## src/odt_pkg.sv

```systemverilog
// Shared constants and types for the termination control link
package odt_pkg;
   // ====================================================
   // Link command set and termination states
   typedef enum logic [2:0] {
      CMD_NOP, CMD_WR8, CMD_WR4, CMD_RD,
      CMD_MRS1, CMD_MRS2, CMD_SRE, CMD_SRX
   } link_cmd_t;
   typedef enum logic [1:0] {TERM_OFF, TERM_NOM, TERM_WR} term_t;
   localparam int ARG_W = 11;

   // ====================================================
   // Mode register field positions
   localparam int MR1_B2 = 2;
   localparam int MR1_B6 = 6;
   localparam int MR1_B9 = 9;
   localparam int MR2_WR_LO = 9;
   localparam int MR2_CWL_LO = 3;
   // Nominal codes, {b9,b6,b2}
   localparam logic [2:0] NOM_OFF = 3'h0;
   localparam logic [2:0] NOM_DIV4 = 3'h1;
   localparam logic [2:0] NOM_DIV2 = 3'h2;
   localparam logic [2:0] NOM_DIV6 = 3'h3;
   localparam logic [2:0] NOM_DIV12 = 3'h4;
   localparam logic [2:0] NOM_DIV8 = 3'h5;
   localparam logic [2:0] NOM_RSVD = 3'h6;
   // Write codes, {b10,b9}
   localparam logic [1:0] WR_OFF = 2'h0;
   localparam logic [1:0] WR_DIV4 = 2'h1;
   localparam logic [1:0] WR_DIV2 = 2'h2;
   localparam int RZQ_OHM = 240;

   // ====================================================
   // Latencies in link clocks
   localparam int CWL_BASE = 5;
   localparam int ODTL_ADJ = 2;
   localparam int ODTH4 = 4;
   localparam int ODTH8 = 6;
   // Reset low time
   localparam int CLK_NS = 40;
   localparam int RST_MIN_NS = 100;
   localparam int RST_CYC = (RST_MIN_NS + CLK_NS - 1) / CLK_NS;

   // ====================================================
   // Controller register map and fields
   localparam logic [3:0] REG_PINS = 4'h0;
   localparam logic [3:0] REG_CMD = 4'h4;
   localparam logic [3:0] REG_STAT = 4'h8;
   localparam int PIN_ODT = 0;
   localparam int PIN_CKE = 1;
   localparam int PIN_RST = 2;
   localparam int CMD_ARG_LO = 16;
   localparam logic [1:0] RESP_OKAY = 2'h0;
   localparam logic [1:0] RESP_SLVERR = 2'h2;

   // Nominal code to ohms, reserved reads as zero
   function automatic logic [7:0] nom_ohms(input logic [2:0] c);
      logic [7:0] r;
      r = 8'h00;
      unique case (c)
         NOM_DIV2: r = 8'(RZQ_OHM / 2);
         NOM_DIV4: r = 8'(RZQ_OHM / 4);
         NOM_DIV6: r = 8'(RZQ_OHM / 6);
         NOM_DIV8: r = 8'(RZQ_OHM / 8);
         NOM_DIV12: r = 8'(RZQ_OHM / 12);
         default: r = 8'h00;
      endcase
      return r;
   endfunction

   // Write code to ohms
   function automatic logic [7:0] wr_ohms(input logic [1:0] c);
      return (c == WR_DIV2) ? 8'(RZQ_OHM / 2) :
         (c == WR_DIV4) ? 8'(RZQ_OHM / 4) : 8'h00;
   endfunction
endpackage

```

## src/odt_link_if.sv

```systemverilog
// Link between memory controller and DRAM termination logic
`timescale 1ns/1ns
interface odt_link_if;
   import odt_pkg::*;
   logic ck;                // Link clock, made by the controller
   logic reset_n;           // Active low DRAM reset
   logic cke;               // Clock enable
   logic odt;               // Termination request
   link_cmd_t cmd;          // Command, one link clock long
   logic [ARG_W-1:0] arg;   // Mode register value for MRS
   modport ctrl(output ck, reset_n, cke, odt, cmd, arg);
   modport dram(input ck, reset_n, cke, odt, cmd, arg);
endinterface

```

## src/odt_host.sv

```systemverilog
// Controller end: drives link pins from AXI4-Lite registers
`timescale 1ns/1ns
module odt_host
   import odt_pkg::*;
#(
   parameter int CK_HALF = 4   // aclk cycles per link half period
) (
   input wire logic aclk,
   input wire logic aresetn,
   input wire logic awvalid,
   output logic awready,
   input wire logic [3:0] awaddr,
   input wire logic wvalid,
   output logic wready,
   input wire logic [31:0] wdata,
   input wire logic [3:0] wstrb,
   output logic bvalid,
   input wire logic bready,
   output logic [1:0] bresp,
   input wire logic arvalid,
   output logic arready,
   input wire logic [3:0] araddr,
   output logic rvalid,
   input wire logic rready,
   output logic [31:0] rdata,
   output logic [1:0] rresp,
   odt_link_if.ctrl link
);

   // ====================================================
   // State
   typedef struct packed {
      logic awready, wready, bvalid, arready, rvalid;
      logic aw_got, w_got;
      logic [3:0] waddr;
      logic [31:0] wdat;
      logic [3:0] wstb;
      logic [1:0] bresp;
      logic [31:0] rdata;
      logic [1:0] rresp;
      logic [2:0] pins;        // Software pin requests
      logic busy;              // Command waiting for a link edge
      logic [2:0] pend;        // Waiting command
      logic [ARG_W-1:0] parg;  // Waiting argument
      logic err;               // Sticky refusal flag
      logic [7:0] div;         // Link clock divider
      logic [7:0] rcnt;        // Reset low time
      logic [3:0] hold;        // ODT high hold, link clocks
      logic [2:0] nom;         // Shadow of nominal code
      logic [1:0] wr;          // Shadow of write code
      logic inited;            // MR1 written since reset
      logic ck, reset_n, cke, odt;
      logic [2:0] cmd;
      logic [ARG_W-1:0] arg;
   } host_t;

   host_t s;
   host_t next_s;

   // ====================================================
   // Next state
   always_comb begin
      logic fall;
      logic want_odt;
      link_cmd_t c;
      fall = 1'b0;
      want_odt = 1'b0;
      c = link_cmd_t'(s.pend);
      next_s = s;

      // AXI channels
      if (awvalid && s.awready) begin
         next_s.aw_got = 1'b1;
         next_s.waddr = awaddr;
      end
      if (wvalid && s.wready) begin
         next_s.w_got = 1'b1;
         next_s.wdat = wdata;
         next_s.wstb = wstrb;
      end
      if (s.bvalid && bready) begin
         next_s.bvalid = 1'b0;
      end
      if (s.rvalid && rready) begin
         next_s.rvalid = 1'b0;
      end

      // Register write once address and data are both held
      if (s.aw_got && s.w_got && !s.bvalid) begin
         next_s.aw_got = 1'b0;
         next_s.w_got = 1'b0;
         next_s.bvalid = 1'b1;
         next_s.bresp = RESP_OKAY;
         unique case (s.waddr)
            REG_PINS: if (s.wstb[0]) next_s.pins = s.wdat[2:0];
            REG_CMD: begin
               c = link_cmd_t'(s.wdat[2:0]);
               // Refuse busy, partial or illegal orders
               if (s.busy || s.wstb != 4'hF ||
                  (c == CMD_MRS1 && {s.wdat[CMD_ARG_LO + MR1_B9],
                  s.wdat[CMD_ARG_LO + MR1_B6],
                  s.wdat[CMD_ARG_LO + MR1_B2]} >= NOM_RSVD) ||
                  ((c == CMD_RD || c == CMD_SRE) && s.odt) ||
                  ((c == CMD_WR8 || c == CMD_WR4) && s.odt &&
                  s.wr == WR_OFF && s.nom > NOM_DIV6)) begin
                  next_s.err = 1'b1;
               end else begin
                  // A write with ODT low is accepted as is
                  next_s.busy = 1'b1;
                  next_s.pend = s.wdat[2:0];
                  next_s.parg = s.wdat[CMD_ARG_LO +: ARG_W];
               end
            end
            REG_STAT: if (s.wstb[0] && s.wdat[1]) next_s.err = 1'b0;
            default: next_s.bresp = RESP_SLVERR;
         endcase
      end

      // Register read
      if (arvalid && s.arready) begin
         next_s.rvalid = 1'b1;
         next_s.rresp = RESP_OKAY;
         unique case (araddr)
            REG_PINS: next_s.rdata = {29'h0, s.pins};
            REG_CMD: next_s.rdata = {5'h0, s.parg, 13'h0, s.pend};
            REG_STAT: next_s.rdata = {27'h0, |s.hold,
               !s.reset_n, s.odt, s.err, s.busy};
            default: begin
               next_s.rdata = 32'h0;
               next_s.rresp = RESP_SLVERR;
            end
         endcase
      end
      // Refusal raised in the same cycle beats a clear
      if (s.aw_got && s.w_got && !s.bvalid && s.waddr == REG_CMD &&
         !next_s.busy) begin
         next_s.err = next_s.err | (s.busy == 1'b0 ? 1'b0 : 1'b1);
      end

      // Link clock divider; pins change on the falling edge, except reset_n and cke going low
      if (s.div == 8'(CK_HALF - 1)) begin
         next_s.div = 8'h00;
         next_s.ck = !s.ck;
         fall = s.ck;
      end else begin
         next_s.div = s.div + 8'h01;
      end

      // Reset hold count, at least 100 ns low
      if (s.pins[PIN_RST]) begin
         next_s.rcnt = 8'h00;
      end else if (s.rcnt < 8'(RST_CYC)) begin
         next_s.rcnt = s.rcnt + 8'h01;
      end

      if (fall) begin
         // Commands last one link clock
         next_s.cmd = CMD_NOP;
         if (s.busy) begin
            next_s.cmd = s.pend;
            next_s.arg = s.parg;
            next_s.busy = 1'b0;
            if (s.pend == CMD_MRS1) begin
               next_s.nom = {s.parg[MR1_B9], s.parg[MR1_B6],
                  s.parg[MR1_B2]};
               next_s.inited = 1'b1;
            end
            if (s.pend == CMD_MRS2) next_s.wr = s.parg[MR2_WR_LO +: 2];
         end
         // ODT only after init; self refresh is not tracked here
         want_odt = s.pins[PIN_ODT] && s.inited;
         if (s.hold != 4'h0) next_s.hold = s.hold - 4'h1;
         // Hold ODT high for ODTH4 or ODTH8 link clocks
         if (want_odt && !s.odt) next_s.hold = 4'(ODTH4);
         if (s.odt && s.busy && s.pend == CMD_WR8) begin
            next_s.hold = 4'(ODTH8);
         end else if (s.odt && s.busy && s.pend == CMD_WR4 &&
            s.hold < 4'(ODTH4)) begin
            next_s.hold = 4'(ODTH4);
         end
         next_s.odt = want_odt || (s.odt && s.hold > 4'h1);
      end

      // Reset low; CKE low while in reset and at release
      if (s.pins[PIN_RST] || s.rcnt < 8'(RST_CYC)) begin
         next_s.reset_n = 1'b0;
         next_s.cke = 1'b0;
         if (fall) next_s.odt = 1'b0;
         next_s.hold = 4'h0;
         next_s.inited = 1'b0;
         next_s.nom = NOM_OFF;
         next_s.wr = WR_OFF;
      end else if (fall) begin
         next_s.reset_n = 1'b1;
         next_s.cke = s.pins[PIN_CKE] && s.reset_n;
      end

      // Ready flags follow the next occupancy
      next_s.awready = !next_s.aw_got && !next_s.bvalid;
      next_s.wready = !next_s.w_got && !next_s.bvalid;
      next_s.arready = !next_s.rvalid;
   end

   // ====================================================
   // State register
   always_ff @(posedge aclk) begin
      if (!aresetn) begin
         s <= '0;
      end else begin
         s <= next_s;
      end
   end

   // ====================================================
   // Outputs straight from flops
   assign awready = s.awready;
   assign wready = s.wready;
   assign bvalid = s.bvalid;
   assign bresp = s.bresp;
   assign arready = s.arready;
   assign rvalid = s.rvalid;
   assign rdata = s.rdata;
   assign rresp = s.rresp;
   assign link.ck = s.ck;
   assign link.reset_n = s.reset_n;
   assign link.cke = s.cke;
   assign link.odt = s.odt;
   assign link.cmd = link_cmd_t'(s.cmd);
   assign link.arg = s.arg;
endmodule

```

## src/flat_wrapper.sv

```systemverilog
// flat-port wrapper written by rule: the top's interface ports become plain ports
module odt_host_flat import odt_pkg::*;
#(
   parameter int CK_HALF = 4                                      
)
  (aclk, aresetn, awvalid, awready, awaddr, wvalid, wready, wdata, wstrb, bvalid, bready, bresp, arvalid, arready, araddr, rvalid, rready, rdata, rresp, link_ck, link_reset_n, link_cke, link_odt, link_cmd, link_arg);
  odt_link_if link_i ();
  input wire logic aclk;
  input wire logic aresetn;
  input wire logic awvalid;
  output logic awready;
  input wire logic [3:0] awaddr;
  input wire logic wvalid;
  output logic wready;
  input wire logic [31:0] wdata;
  input wire logic [3:0] wstrb;
  output logic bvalid;
  input wire logic bready;
  output logic [1:0] bresp;
  input wire logic arvalid;
  output logic arready;
  input wire logic [3:0] araddr;
  output logic rvalid;
  input wire logic rready;
  output logic [31:0] rdata;
  output logic [1:0] rresp;
  output wire logic [$bits(link_i.ck)-1:0] link_ck;
  output wire logic [$bits(link_i.reset_n)-1:0] link_reset_n;
  output wire logic [$bits(link_i.cke)-1:0] link_cke;
  output wire logic [$bits(link_i.odt)-1:0] link_odt;
  output wire logic [$bits(link_i.cmd)-1:0] link_cmd;
  output wire logic [$bits(link_i.arg)-1:0] link_arg;
  assign link_ck = link_i.ck;
  assign link_reset_n = link_i.reset_n;
  assign link_cke = link_i.cke;
  assign link_odt = link_i.odt;
  assign link_cmd = link_i.cmd;
  assign link_arg = link_i.arg;
  odt_host #(.CK_HALF(CK_HALF)) u_core (.aclk(aclk), .aresetn(aresetn), .awvalid(awvalid), .awready(awready), .awaddr(awaddr), .wvalid(wvalid), .wready(wready), .wdata(wdata), .wstrb(wstrb), .bvalid(bvalid), .bready(bready), .bresp(bresp), .arvalid(arvalid), .arready(arready), .araddr(araddr), .rvalid(rvalid), .rready(rready), .rdata(rdata), .rresp(rresp), .link(link_i));
endmodule
```

## config.mk

```make
export PLATFORM = sky130hd
export DESIGN_NAME = odt_host_flat
export DESIGN_NICKNAME = d
export VERILOG_FILES = /design/src/odt_pkg.sv /design/src/odt_link_if.sv /design/src/odt_host.sv /design/src/flat_wrapper.sv
export SDC_FILE = /design/constraint.sdc
export NUM_CORES = 1
export LEC_CHECK = 0
export ABC_AREA = 1
export BUFFER_PORTS_ARGS = -buffer_cell sky130_fd_sc_hd__clkbuf_2
export CAP_MARGIN = 40
export CORE_UTILIZATION = 54
export DETAILED_ROUTE_END_ITERATION = 7
export HOLD_SLACK_MARGIN = 0.02
export PLACE_DENSITY = 0.82
export SLEW_MARGIN = 10
export SYNTH_ARGS = -nofsm -noshare
export SYNTH_HDL_FRONTEND = slang
export SYNTH_SLANG_ARGS = --single-unit
```

## constraint.sdc

```tcl
create_clock -name aclk -period 1.9 [get_ports aclk]
set_input_delay 0 -clock aclk [delete_from_list [all_inputs] [get_ports aclk]]
set_output_delay 0 -clock aclk [all_outputs]
set_load 0.005 [all_outputs]
```

==> results of run 1 <==
==> tightest hold or removal path, delay by kind of cell <==
family | cells | cell delay (ns)
compound gates | 1 | 0.10
buf+inv | 1 | 0.08
simple gates | 2 | 0.23
==> power by group <==
part           internal (mW)  switching, mW  total (mW)  leakage (nW)
logic                  0.172          0.217       0.389          1.57
clock network          0.522          0.863        1.38        0.0985
registers               2.35         0.0581        2.41         0.878
==> routing by layer <==
| metal | vias to the layer above | global-route usage | part of all wire |
|---|---|---|---|
| met3 | 16 | 0.04423 | 0.063 |
| met5 | - | 0 | 0 |
| met1 | 1864 | 0.2831 | 0.44 |
| met4 | 0 | 0.07475 | 0.013 |
| met2 | 136 | 0.3913 | 0.48 |
| li1 | 2140 | - | - |
==> registers in the layout, summed over array words and instances, names as in the netlist <==
register,count
u_core.bresp,1
u_core.link.arg,11
u_core.link.reset_n,1
u_core.wready,1
u_core.rdata,16
u_core.link.odt,1
u_core.awready,1
u_core.link.ck,1
u_core.bvalid,1
u_core.s,67
u_core.link.cke,1
u_core.link.cmd,3
u_core.rvalid,1
u_core.arready,1
u_core.rresp,1
==> worst min-delay path by stage <==
stage,startpoint,end,slack (ns),cells after the start
after floorplan,aresetn,u_core.link.arg[7]$_SDFFE_PN0P_,0.15,2
after global placement,wstrb[2],u_core.s[101]$_SDFFE_PN0P_,0.25,3
after detailed placement,awaddr[0],u_core.s[135]$_SDFFE_PN0P_,0.26,3
after CTS,awvalid,u_core.s[135]$_SDFFE_PN0P_,0.03,4
after global routing,awvalid,u_core.s[135]$_SDFFE_PN0P_,0.1,4
final,awvalid,u_core.s[135]$_SDFFE_PN0P_,0.05,4
==> cells by family (layout without fill, tap and decap cells) <==
kind of cell | Yosys count | after routing | synth area share
fa+ha+maj | 4 | 4 | 0.01042
compound gates | 98 | 98 | 0.1115
buf+inv | 140 | 197 | 0.1547
flops | 108 | 108 | 0.4500
xor+xnor | 3 | 3 | 0.005470
simple gates | 307 | 307 | 0.2672
other cells | 1 | 18 | 0.0007805
==> timing repair <==
item	CTS	global route
gates resized for setup	0	1
endpoints found under the hold margin	31	0
hold buffers	32	0
endpoints found under the setup margin	0	2
==> placed cells by master, fill, tap and decap left out, drive strengths merged, types with 18 or more instances in the layout <==
cell,synthesis,final
nand2,142,142
nor2,121,121
dfxtp,108,108
clkbuf,13,82
inv,65,69
a21oi,55,55
o21ai,41,41
dlygate4sd3,0,32
nand3,24,24
conb,1,18
==> Yosys cell counts, types with 9 or more instances <==
library cell	number
a21oi_1	44
a21oi_2	11
buf_4	52
clkbuf_1	13
dfxtp_1	108
inv_1	59
nand2_1	130
nand2_2	11
nand3_1	23
nand4_1	9
nor2_1	120
o21ai_0	40
==> layout make-up <==
type / count / area share
inverter: 68 / 0.04693
multi-input combinational: 430 / 0.3592
clock buffer: 9 / 0.02266
clock inverter: 7 / 0.01374
tap: 108 / 0.02473
timing repair buffer: 113 / 0.1371
sequential: 108 / 0.3956
==> run_results.csv, run 1 <==
group,metric,value,unit
outcome,status,"finished with violations",
outcome,violations,"DRC",
power_and_ir_drop,total_leakage_power,2.545,nW
power_and_ir_drop,max-vdd-ir-drop,380.2,uV
setup_path,crit_required,2.23,ns
routing,drt_pre_antenna_iters,6,
synthesis,yosys-top-cells-area,"dfxtp_1 (45%), nand2_1 (10%), nor2_1 (9.4%)",
synthesis,avgSynthCellArea,7.269,um^2
global_route,antenna_found_initial,0,
cts,clk_pin_slew,0.11,ns
setup_path,arrival,2.02,ns
synthesis,yosys.area.top_type,"dfxtp_1",
setup_path,critPathKind,"flop to flop",
worst_hold_path,hp-class,"input pin to flop",
setup_path,cp.depth,6,
place,place_inst,795,
sta,setup_viol,0,
global_route,grt_pass1_vias,3763,
global_route,grt_usage,0.2268,
setup_path,r2r_slack,0.21,ns
synthesis,syn_area,0.004805,mm^2
setup_path,slowest_delay,0.56,ns
setup_path,path_max_fanout,30,
sta,hold_violations,0,
setup_path,start_kind,"flop",
global_route,grt_overflow,0,
sta,slew_viol_final,0,
place,dp_hpwl,6.762,mm
synthesis,synth_warnings,0,
sta,tightest_slew,0.5050,ns
setup_path,reg2reg_to,"u_core.rresp[1]$_SDFFE_PN0P_",
power_and_ir_drop,total_power,4.181,mW
setup_path,slowest_stage,"dlygate4sd3_1",
floorplanning,ios,110,
cts,clk_latency,0.39,ns
synthesis,ys_seq_elements,108,
sta,slew_headroom,0.6633,
sta,final.setup.tns,0,ns
layout,final_layout_size_suffix_gt1_frac,0.1769,
routing,ant_nets,0,
global_route,grt_pass1_wl,16.37,mm
synthesis,netlist-cell-type-count,31,
layout,syn_to_final_growth,13.75,%
cts,clockRootBuffer,"clkbuf_8",
layout,final_cell_count_no_fill,843,
sta,min_period,1.689,ns
sta,finClkSkew,0.01827,ns
setup_path,endpoint,"u_core.rresp[1]$_SDFFE_PN0P_",
routing,vias,4156,
run,cap_violations,0,
layout,nNetsFinal,785,
cts,cts_tree,"built",
routing,route.detailed.drc,1,
layout,regArea,0.002162,mm^2
synthesis,synth-edff-count,0,
synthesis,synth_top_area_share,0.4500,
setup_path,crit_buf_inv,3,
synthesis,synth_ff_type,"dfxtp_1",
place,place_ws,0.2315,ns
floorplanning,die_area,0.009279,mm^2
sta,rsz0062_at_grt,"no",
sta,max_freq,591.9,MHz
sta,hold_slack,0.05303,ns
sta,period_share,0.8892,
cts,numCtsBuffers,9,
setup_path,end_kind,"flop",
layout,multi_input_comb_area,0.001963,mm^2
place,postPlaceCellArea,0.004942,mm^2
cts,cts_setup_buffers,0,
floorplanning,start_util,0.5536,
synthesis,yosysSeqAreaShare,0.4500,
routing,drtIter0Drc,276,
setup_path,crit_family,"buffers and inverters",
routing,viasPerCell,4.930,
sta,setup_slack,0.2105,ns
routing,routedWlPerCell,11.93,um
synthesis,postSynth.asyncResetShare,0,
global_route,grt_start_max_net_pins,59,
floorplanning,core_area,0.008678,mm^2
setup_path,rr_startpoint,"u_core.arready$_SDFF_PN0_",
cts,cts_buffer_depth,2,
place,gp_congestion,0.8435,
layout,nFillCells,736,
setup_path,crit_chain,"nand2_1, inv_1, buf_6, o21ai_0, a31oi_1, dlygate4sd3_1",
layout,fin_area,0.005465,mm^2
layout,utilization,0.6298,
floorplanning,placementRows,34,
routing,routed_wl,10.06,mm
floorplanning,die_y,96.33,um
floorplanning,die_x,96.33,um
cts,htreeDepth,3,
synthesis,synth_cells,661,
layout,antenna_cells,0,
power_and_ir_drop,p_per_area,765.0,mW/mm^2
setup_path,r2r_cells,6,
place,portBuffers,73,
setup_path,critPathLaunch,"u_core.arready$_SDFF_PN0_",
cts,cts_sinks,108,
No activity file was read; power rests on OpenSTA's default activity.
==> run 2: changes to the inputs <==
CORE_ASPECT_RATIO = 0.8   (was unset)
==> run 2 against run 1 <==
The flow now finishes without violations; wire length rose by 3.2%; global-route usage grew 0.44 points; sequential power hardly changed; highest routed layer unchanged.
==> run_results.csv, run 2 (same netlist as run 1, synthesis figures left out) <==
group,metric,value,unit
sta,period_share,0.9283,
setup_path,r2r_cells,6,
global_route,grt_start_max_net_pins,59,
sta,final.setup.tns,0,ns
global_route,grt_overflow,0,
routing,routed_wl,10.38,mm
sta,hold_violations,0,
routing,drtIter0Drc,258,
power_and_ir_drop,max-vdd-ir-drop,503.2,uV
layout,nFillCells,743,
layout,regMostFlops,"u_core.s",
setup_path,end_kind,"flop",
setup_path,arrival,2.08,ns
sta,slew_headroom,0.6489,
cts,clockRootBuffer,"clkbuf_8",
setup_path,path_max_fanout,30,
sta,tightest_slew,0.5266,ns
routing,vias,4175,
floorplanning,placementRows,30,
layout,syn_to_final_growth,13.54,%
place,gp_congestion,0.8420,
layout,nNetsFinal,783,
routing,ant_nets,0,
layout,final_common_cell,"nand2_1",
cts,htreeDepth,3,
routing,route.detailed.drc,0,
floorplanning,die_y,86.37,um
routing,drt_pre_antenna_iters,5,
setup_path,critPathKind,"flop to flop",
cts,clk_pin_slew,0.11,ns
sta,slew_viol_final,0,
sta,finClkSkew,0.01047,ns
sta,setup_viol,0,
run,cap_violations,0,
place,dp_hpwl,7.007,mm
floorplanning,ios,110,
setup_path,rr_startpoint,"u_core.arready$_SDFF_PN0_",
setup_path,r2r_slack,0.14,ns
routing,viasPerCell,4.941,
sta,min_period,1.764,ns
layout,final_cell_mix,"nand2_1 (130), nor2_1 (120), dfxtp_1 (108)",
power_and_ir_drop,total_leakage_power,2.537,nW
layout,final_cell_count_no_fill,845,
worst_hold_path,worstHoldEndpoint,"u_core.s[135]$_SDFFE_PN0P_",
layout,largest_register_ffs,67,
outcome,status,"finished clean",
global_route,antenna_found_initial,0,
cts,cts_tree,"built",
sta,hold_slack,0.05905,ns
layout,antenna_cells,0,
cts,holdBufCountCts,30,
global_route,grt_pass1_vias,3690,
floorplanning,die_area,0.009281,mm^2
floorplanning,start_util,0.5614,
place,portBuffers,73,
layout,final_layout_size_suffix_gt1_frac,0.1774,
cts,cts_buffer_depth,2,
cts,cts_setup_buffers,0,
setup_path,crit_required,2.22,ns
cts,cts-resized-gates,0,
worst_hold_path,hold_path.startpoint,"awvalid",
floorplanning,die_x,107.5,um
cts,cts_sinks,108,
setup_path,start_kind,"flop",
place,place_inst,799,
sta,max_freq,567.0,MHz
global_route,grt_pass1_wl,16.88,mm
setup_path,critPathLaunch,"u_core.arready$_SDFF_PN0_",
floorplanning,core_area,0.008558,mm^2
layout,regArea,0.002162,mm^2
setup_path,reg2reg_to,"u_core.rresp[1]$_SDFFE_PN0P_",
layout,multi_input_comb_area,0.001963,mm^2
worst_hold_path,hp-class,"input pin to flop",
sta,rsz0062_at_grt,"no",
cts,numCtsBuffers,9,
global_route,grt_usage,0.2312,
power_and_ir_drop,p_per_area,779.8,mW/mm^2
routing,routedWlPerCell,12.28,um
worst_hold_path,whs_path_depth,4,
cts,clk_latency,0.38,ns
power_and_ir_drop,total_power,4.254,mW
run 2: cell types whose count changed in the layout (fill, tap and decap cells not counted), sizes merged:
cell,previous run,this run
bufinv,0,1
clkinv,5,6
dlygate4sd3,32,30
inv,69,67
run 2: layout make-up:
cell class | instances | area share
clock buffers | 9 | 0.02271
multi-input cells | 430 | 0.3599
repair buffers | 111 | 0.1330
flip-flops and latches | 108 | 0.3963
clock inverters | 7 | 0.01537
well taps | 112 | 0.02569
inverters | 68 | 0.04702
run 2: critical path: stages, from the launching register on:
cell and delay, ns:
dfxtp_1 0.35, nand2_1 0.15, inv_1 0.09, buf_4 0.28, o21ai_0 0.12, a31oi_1 0.17
dlygate4sd3_1 0.57
run 2: report_power, final:
| part | switching [mW] | internal, mW |
|---|---|---|
| logic | 0.221 | 0.170 |
| registers | 0.0575 | 2.35 |
| clock network | 0.826 | 0.630 |
run 2: per-layer routing:
metal	GRT usage	part of all wire
met5	0	0
met4	0.05978	0.010
met3	0.05865	0.064
met2	0.3836	0.45
met1	0.3021	0.47
run 2: how the worst max path moves through the flow:
stage,end,slack (ns)
3_3_place_gp,u_core.link.arg[7]$_SDFFE_PN0P_,0.27
6_report,u_core.rresp[1]$_SDFFE_PN0P_,0.14
3_5_place_dp,u_core.link.arg[7]$_SDFFE_PN0P_,0.20
4_1_cts,u_core.rresp[1]$_SDFFE_PN0P_,0.16
2_1_floorplan,u_core.link.arg[0]$_SDFFE_PN0P_,0.48
5_1_grt,u_core.link.arg[8]$_SDFFE_PN0P_,0.005
run 2: metrics by stage:
stage	setup slack (ns)	utilization	area, um^2
2_1_floorplan	0.4810	-	4868
3_3_place_gp	0.2746	0.5781	4947
3_5_place_dp	0.1970	0.5781	4947
4_1_cts	0.1580	0.6374	5455
5_1_grt	0.005366	0.6374	5455
6_report	0.1363	0.6374	5455
==> run 3: changes to the inputs <==
CORE_UTILIZATION = 55   (was 54)
CTS_BUF_LIST = sky130_fd_sc_hd__clkbuf_2 sky130_fd_sc_hd__clkbuf_4 sky130_fd_sc_hd__clkbuf_8   (was unset)
PLACE_DENSITY = 0.92   (was 0.82)
==> run 3 against run 2 <==
Via count increased by 2.2%; cell area increased by 0.48%; register-to-register slack improved by 0.06 ns; worst hold slack got worse by 0.015 ns; combinational power increased by 2%.
==> run_results.csv, run 3 (same netlist as run 1, synthesis figures left out) <==
group,metric,value,unit
outcome,status,"finished clean",
routing,routed_wl,10.70,mm
sta,hold_violations,0,
setup_path,critPathKind,"input pin to flop",
sta,finClkSkew,0.006233,ns
place,portBuffers,73,
place,dp_hpwl,7.122,mm
sta,max_freq,579.2,MHz
layout,utilization,0.6462,
layout,nNetsFinal,783,
setup_path,crit_chain,"dlygate4sd3_1, clkbuf_2, buf_4, o21ai_0, a21oi_1, dlygate4sd3_1",
power_and_ir_drop,p_per_area,797.6,mW/mm^2
layout,final_cell_count_no_fill,845,
cts,clk_latency,0.37,ns
run,cap_violations,0,
sta,min_period,1.727,ns
sta,final.setup.tns,0,ns
cts,cts_setup_buffers,0,
sta,tightest_slew,0.5286,ns
worst_hold_path,hp-class,"input pin to flop",
floorplanning,die_x,106.5,um
setup_path,slowest_delay,0.56,ns
layout,syn_to_final_growth,14.09,%
setup_path,cp_common_cell,"dlygate4sd3_1",
global_route,grt_start_max_net_pins,59,
setup_path,path_max_fanout,58,
routing,drtIter0Drc,214,
layout,final_layout_size_suffix_gt1_frac,0.1774,
setup_path,arrival,2.05,ns
cts,cts_tree,"built",
cts,cts_buffer_depth,2,
place,gp_congestion,0.8406,
routing,routedWlPerCell,12.66,um
routing,viasPerCell,5.047,
cts,htreeDepth,3,
cts,cts_sinks,108,
place,postPlaceCellArea,0.004947,mm^2
global_route,grt_overflow,0,
cts,clockRootBuffer,"clkbuf_8",
power_and_ir_drop,max-vdd-ir-drop,409.7,uV
layout,final_cell_mix,"nand2_1 (130), nor2_1 (120), dfxtp_1 (108)",
routing,vias,4265,
layout,fin_area,0.005482,mm^2
floorplanning,core_area,0.008483,mm^2
place,place_inst,799,
routing,drt_pre_antenna_iters,5,
setup_path,slowest_stage,"dlygate4sd3_1",
cts,numCtsBuffers,9,
floorplanning,start_util,0.5664,
global_route,grt_usage,0.2445,
floorplanning,die_y,85.60,um
layout,regMostFlops,"u_core.s",
global_route,antenna_found_initial,0,
cts,clk_pin_slew,0.10,ns
sta,slew_headroom,0.6476,
global_route,grt_pass1_wl,17.66,mm
layout,largest_register_ffs,67,
power_and_ir_drop,total_leakage_power,2.552,nW
layout,final_common_cell,"nand2_1",
routing,route.detailed.drc,0,
global_route,grt_pass1_vias,4000,
routing,ant_nets,0,
floorplanning,ios,110,
sta,rsz0062_at_grt,"no",
sta,slew_viol_final,0,
setup_path,crit_required,2.22,ns
floorplanning,placementRows,30,
setup_path,start_kind,"input pin",
layout,antenna_cells,0,
setup_path,end_kind,"flop",
sta,setup_viol,0,
floorplanning,die_area,0.009115,mm^2
sta,period_share,0.9087,
run 3: path summary, 6_finish.rpt:
check	start	endpoint	slack (ns)	cells past startpoint
min reg2reg	u_core.s[35]$_SDFFE_PP0P_	u_core.s[35]$_SDFFE_PP0P_	0.45	2
min	awvalid	u_core.s[135]$_SDFFE_PN0P_	0.04	4
max reg2reg	u_core.arready$_SDFF_PN0_	u_core.rresp[1]$_SDFFE_PN0P_	0.20	6
max	aresetn	u_core.s[137]$_SDFFE_PN0P_	0.17	6
run 3: through the flow:
stage	hold slack [ns]	setup slack (ns)	power [mW]
final	0.04381	0.1734	4.372
after floorplan	0.1539	0.4810	2.718
after CTS	0.02584	0.1332	4.394
after global placement	0.2499	0.3246	2.770
after detailed placement	0.2543	0.2557	2.797
after global routing	0.05842	0.05164	4.575
run 3: critical path: cells and delay by family:
kind | cells | cell delay, ns
buffers and inverters | 4 | 1.67
AO/OA/AOI/OAI | 2 | 0.36
run 3: report_power, final:
group          total, mW  switching, mW  internal (mW)
logic              0.397          0.225          0.172
clock network       1.57          0.800          0.765
registers           2.41         0.0611           2.35
total               4.37           1.09           3.29
run 3: final cells by class:
type | instances | area, um^2
clock inverters | 7 | 106.4
clock buffers | 9 | 123.9
repair buffers | 111 | 729.5
inverters | 68 | 256.5
fillers | 704 | 3002
flip-flops and latches | 108 | 2162
multi-input cells | 430 | 1963
well taps | 112 | 140.1
run 3: per-layer routing:
layer / global-route usage / up-vias / wire [um]
li1: - / 2137 / -
met2: 0.4014 / 178 / 5069
met3: 0.07143 / 24 / 768
met5: 0 / - / 0
met4: 0.08593 / 0 / 221
met1: 0.3084 / 1926 / 4636
run 3: what timing repair did:
action	in CTS	in global routing
endpoints found under the setup margin	0	1
hold endpoints to repair	31	0
gates resized for setup	0	1
hold buffers	30	0
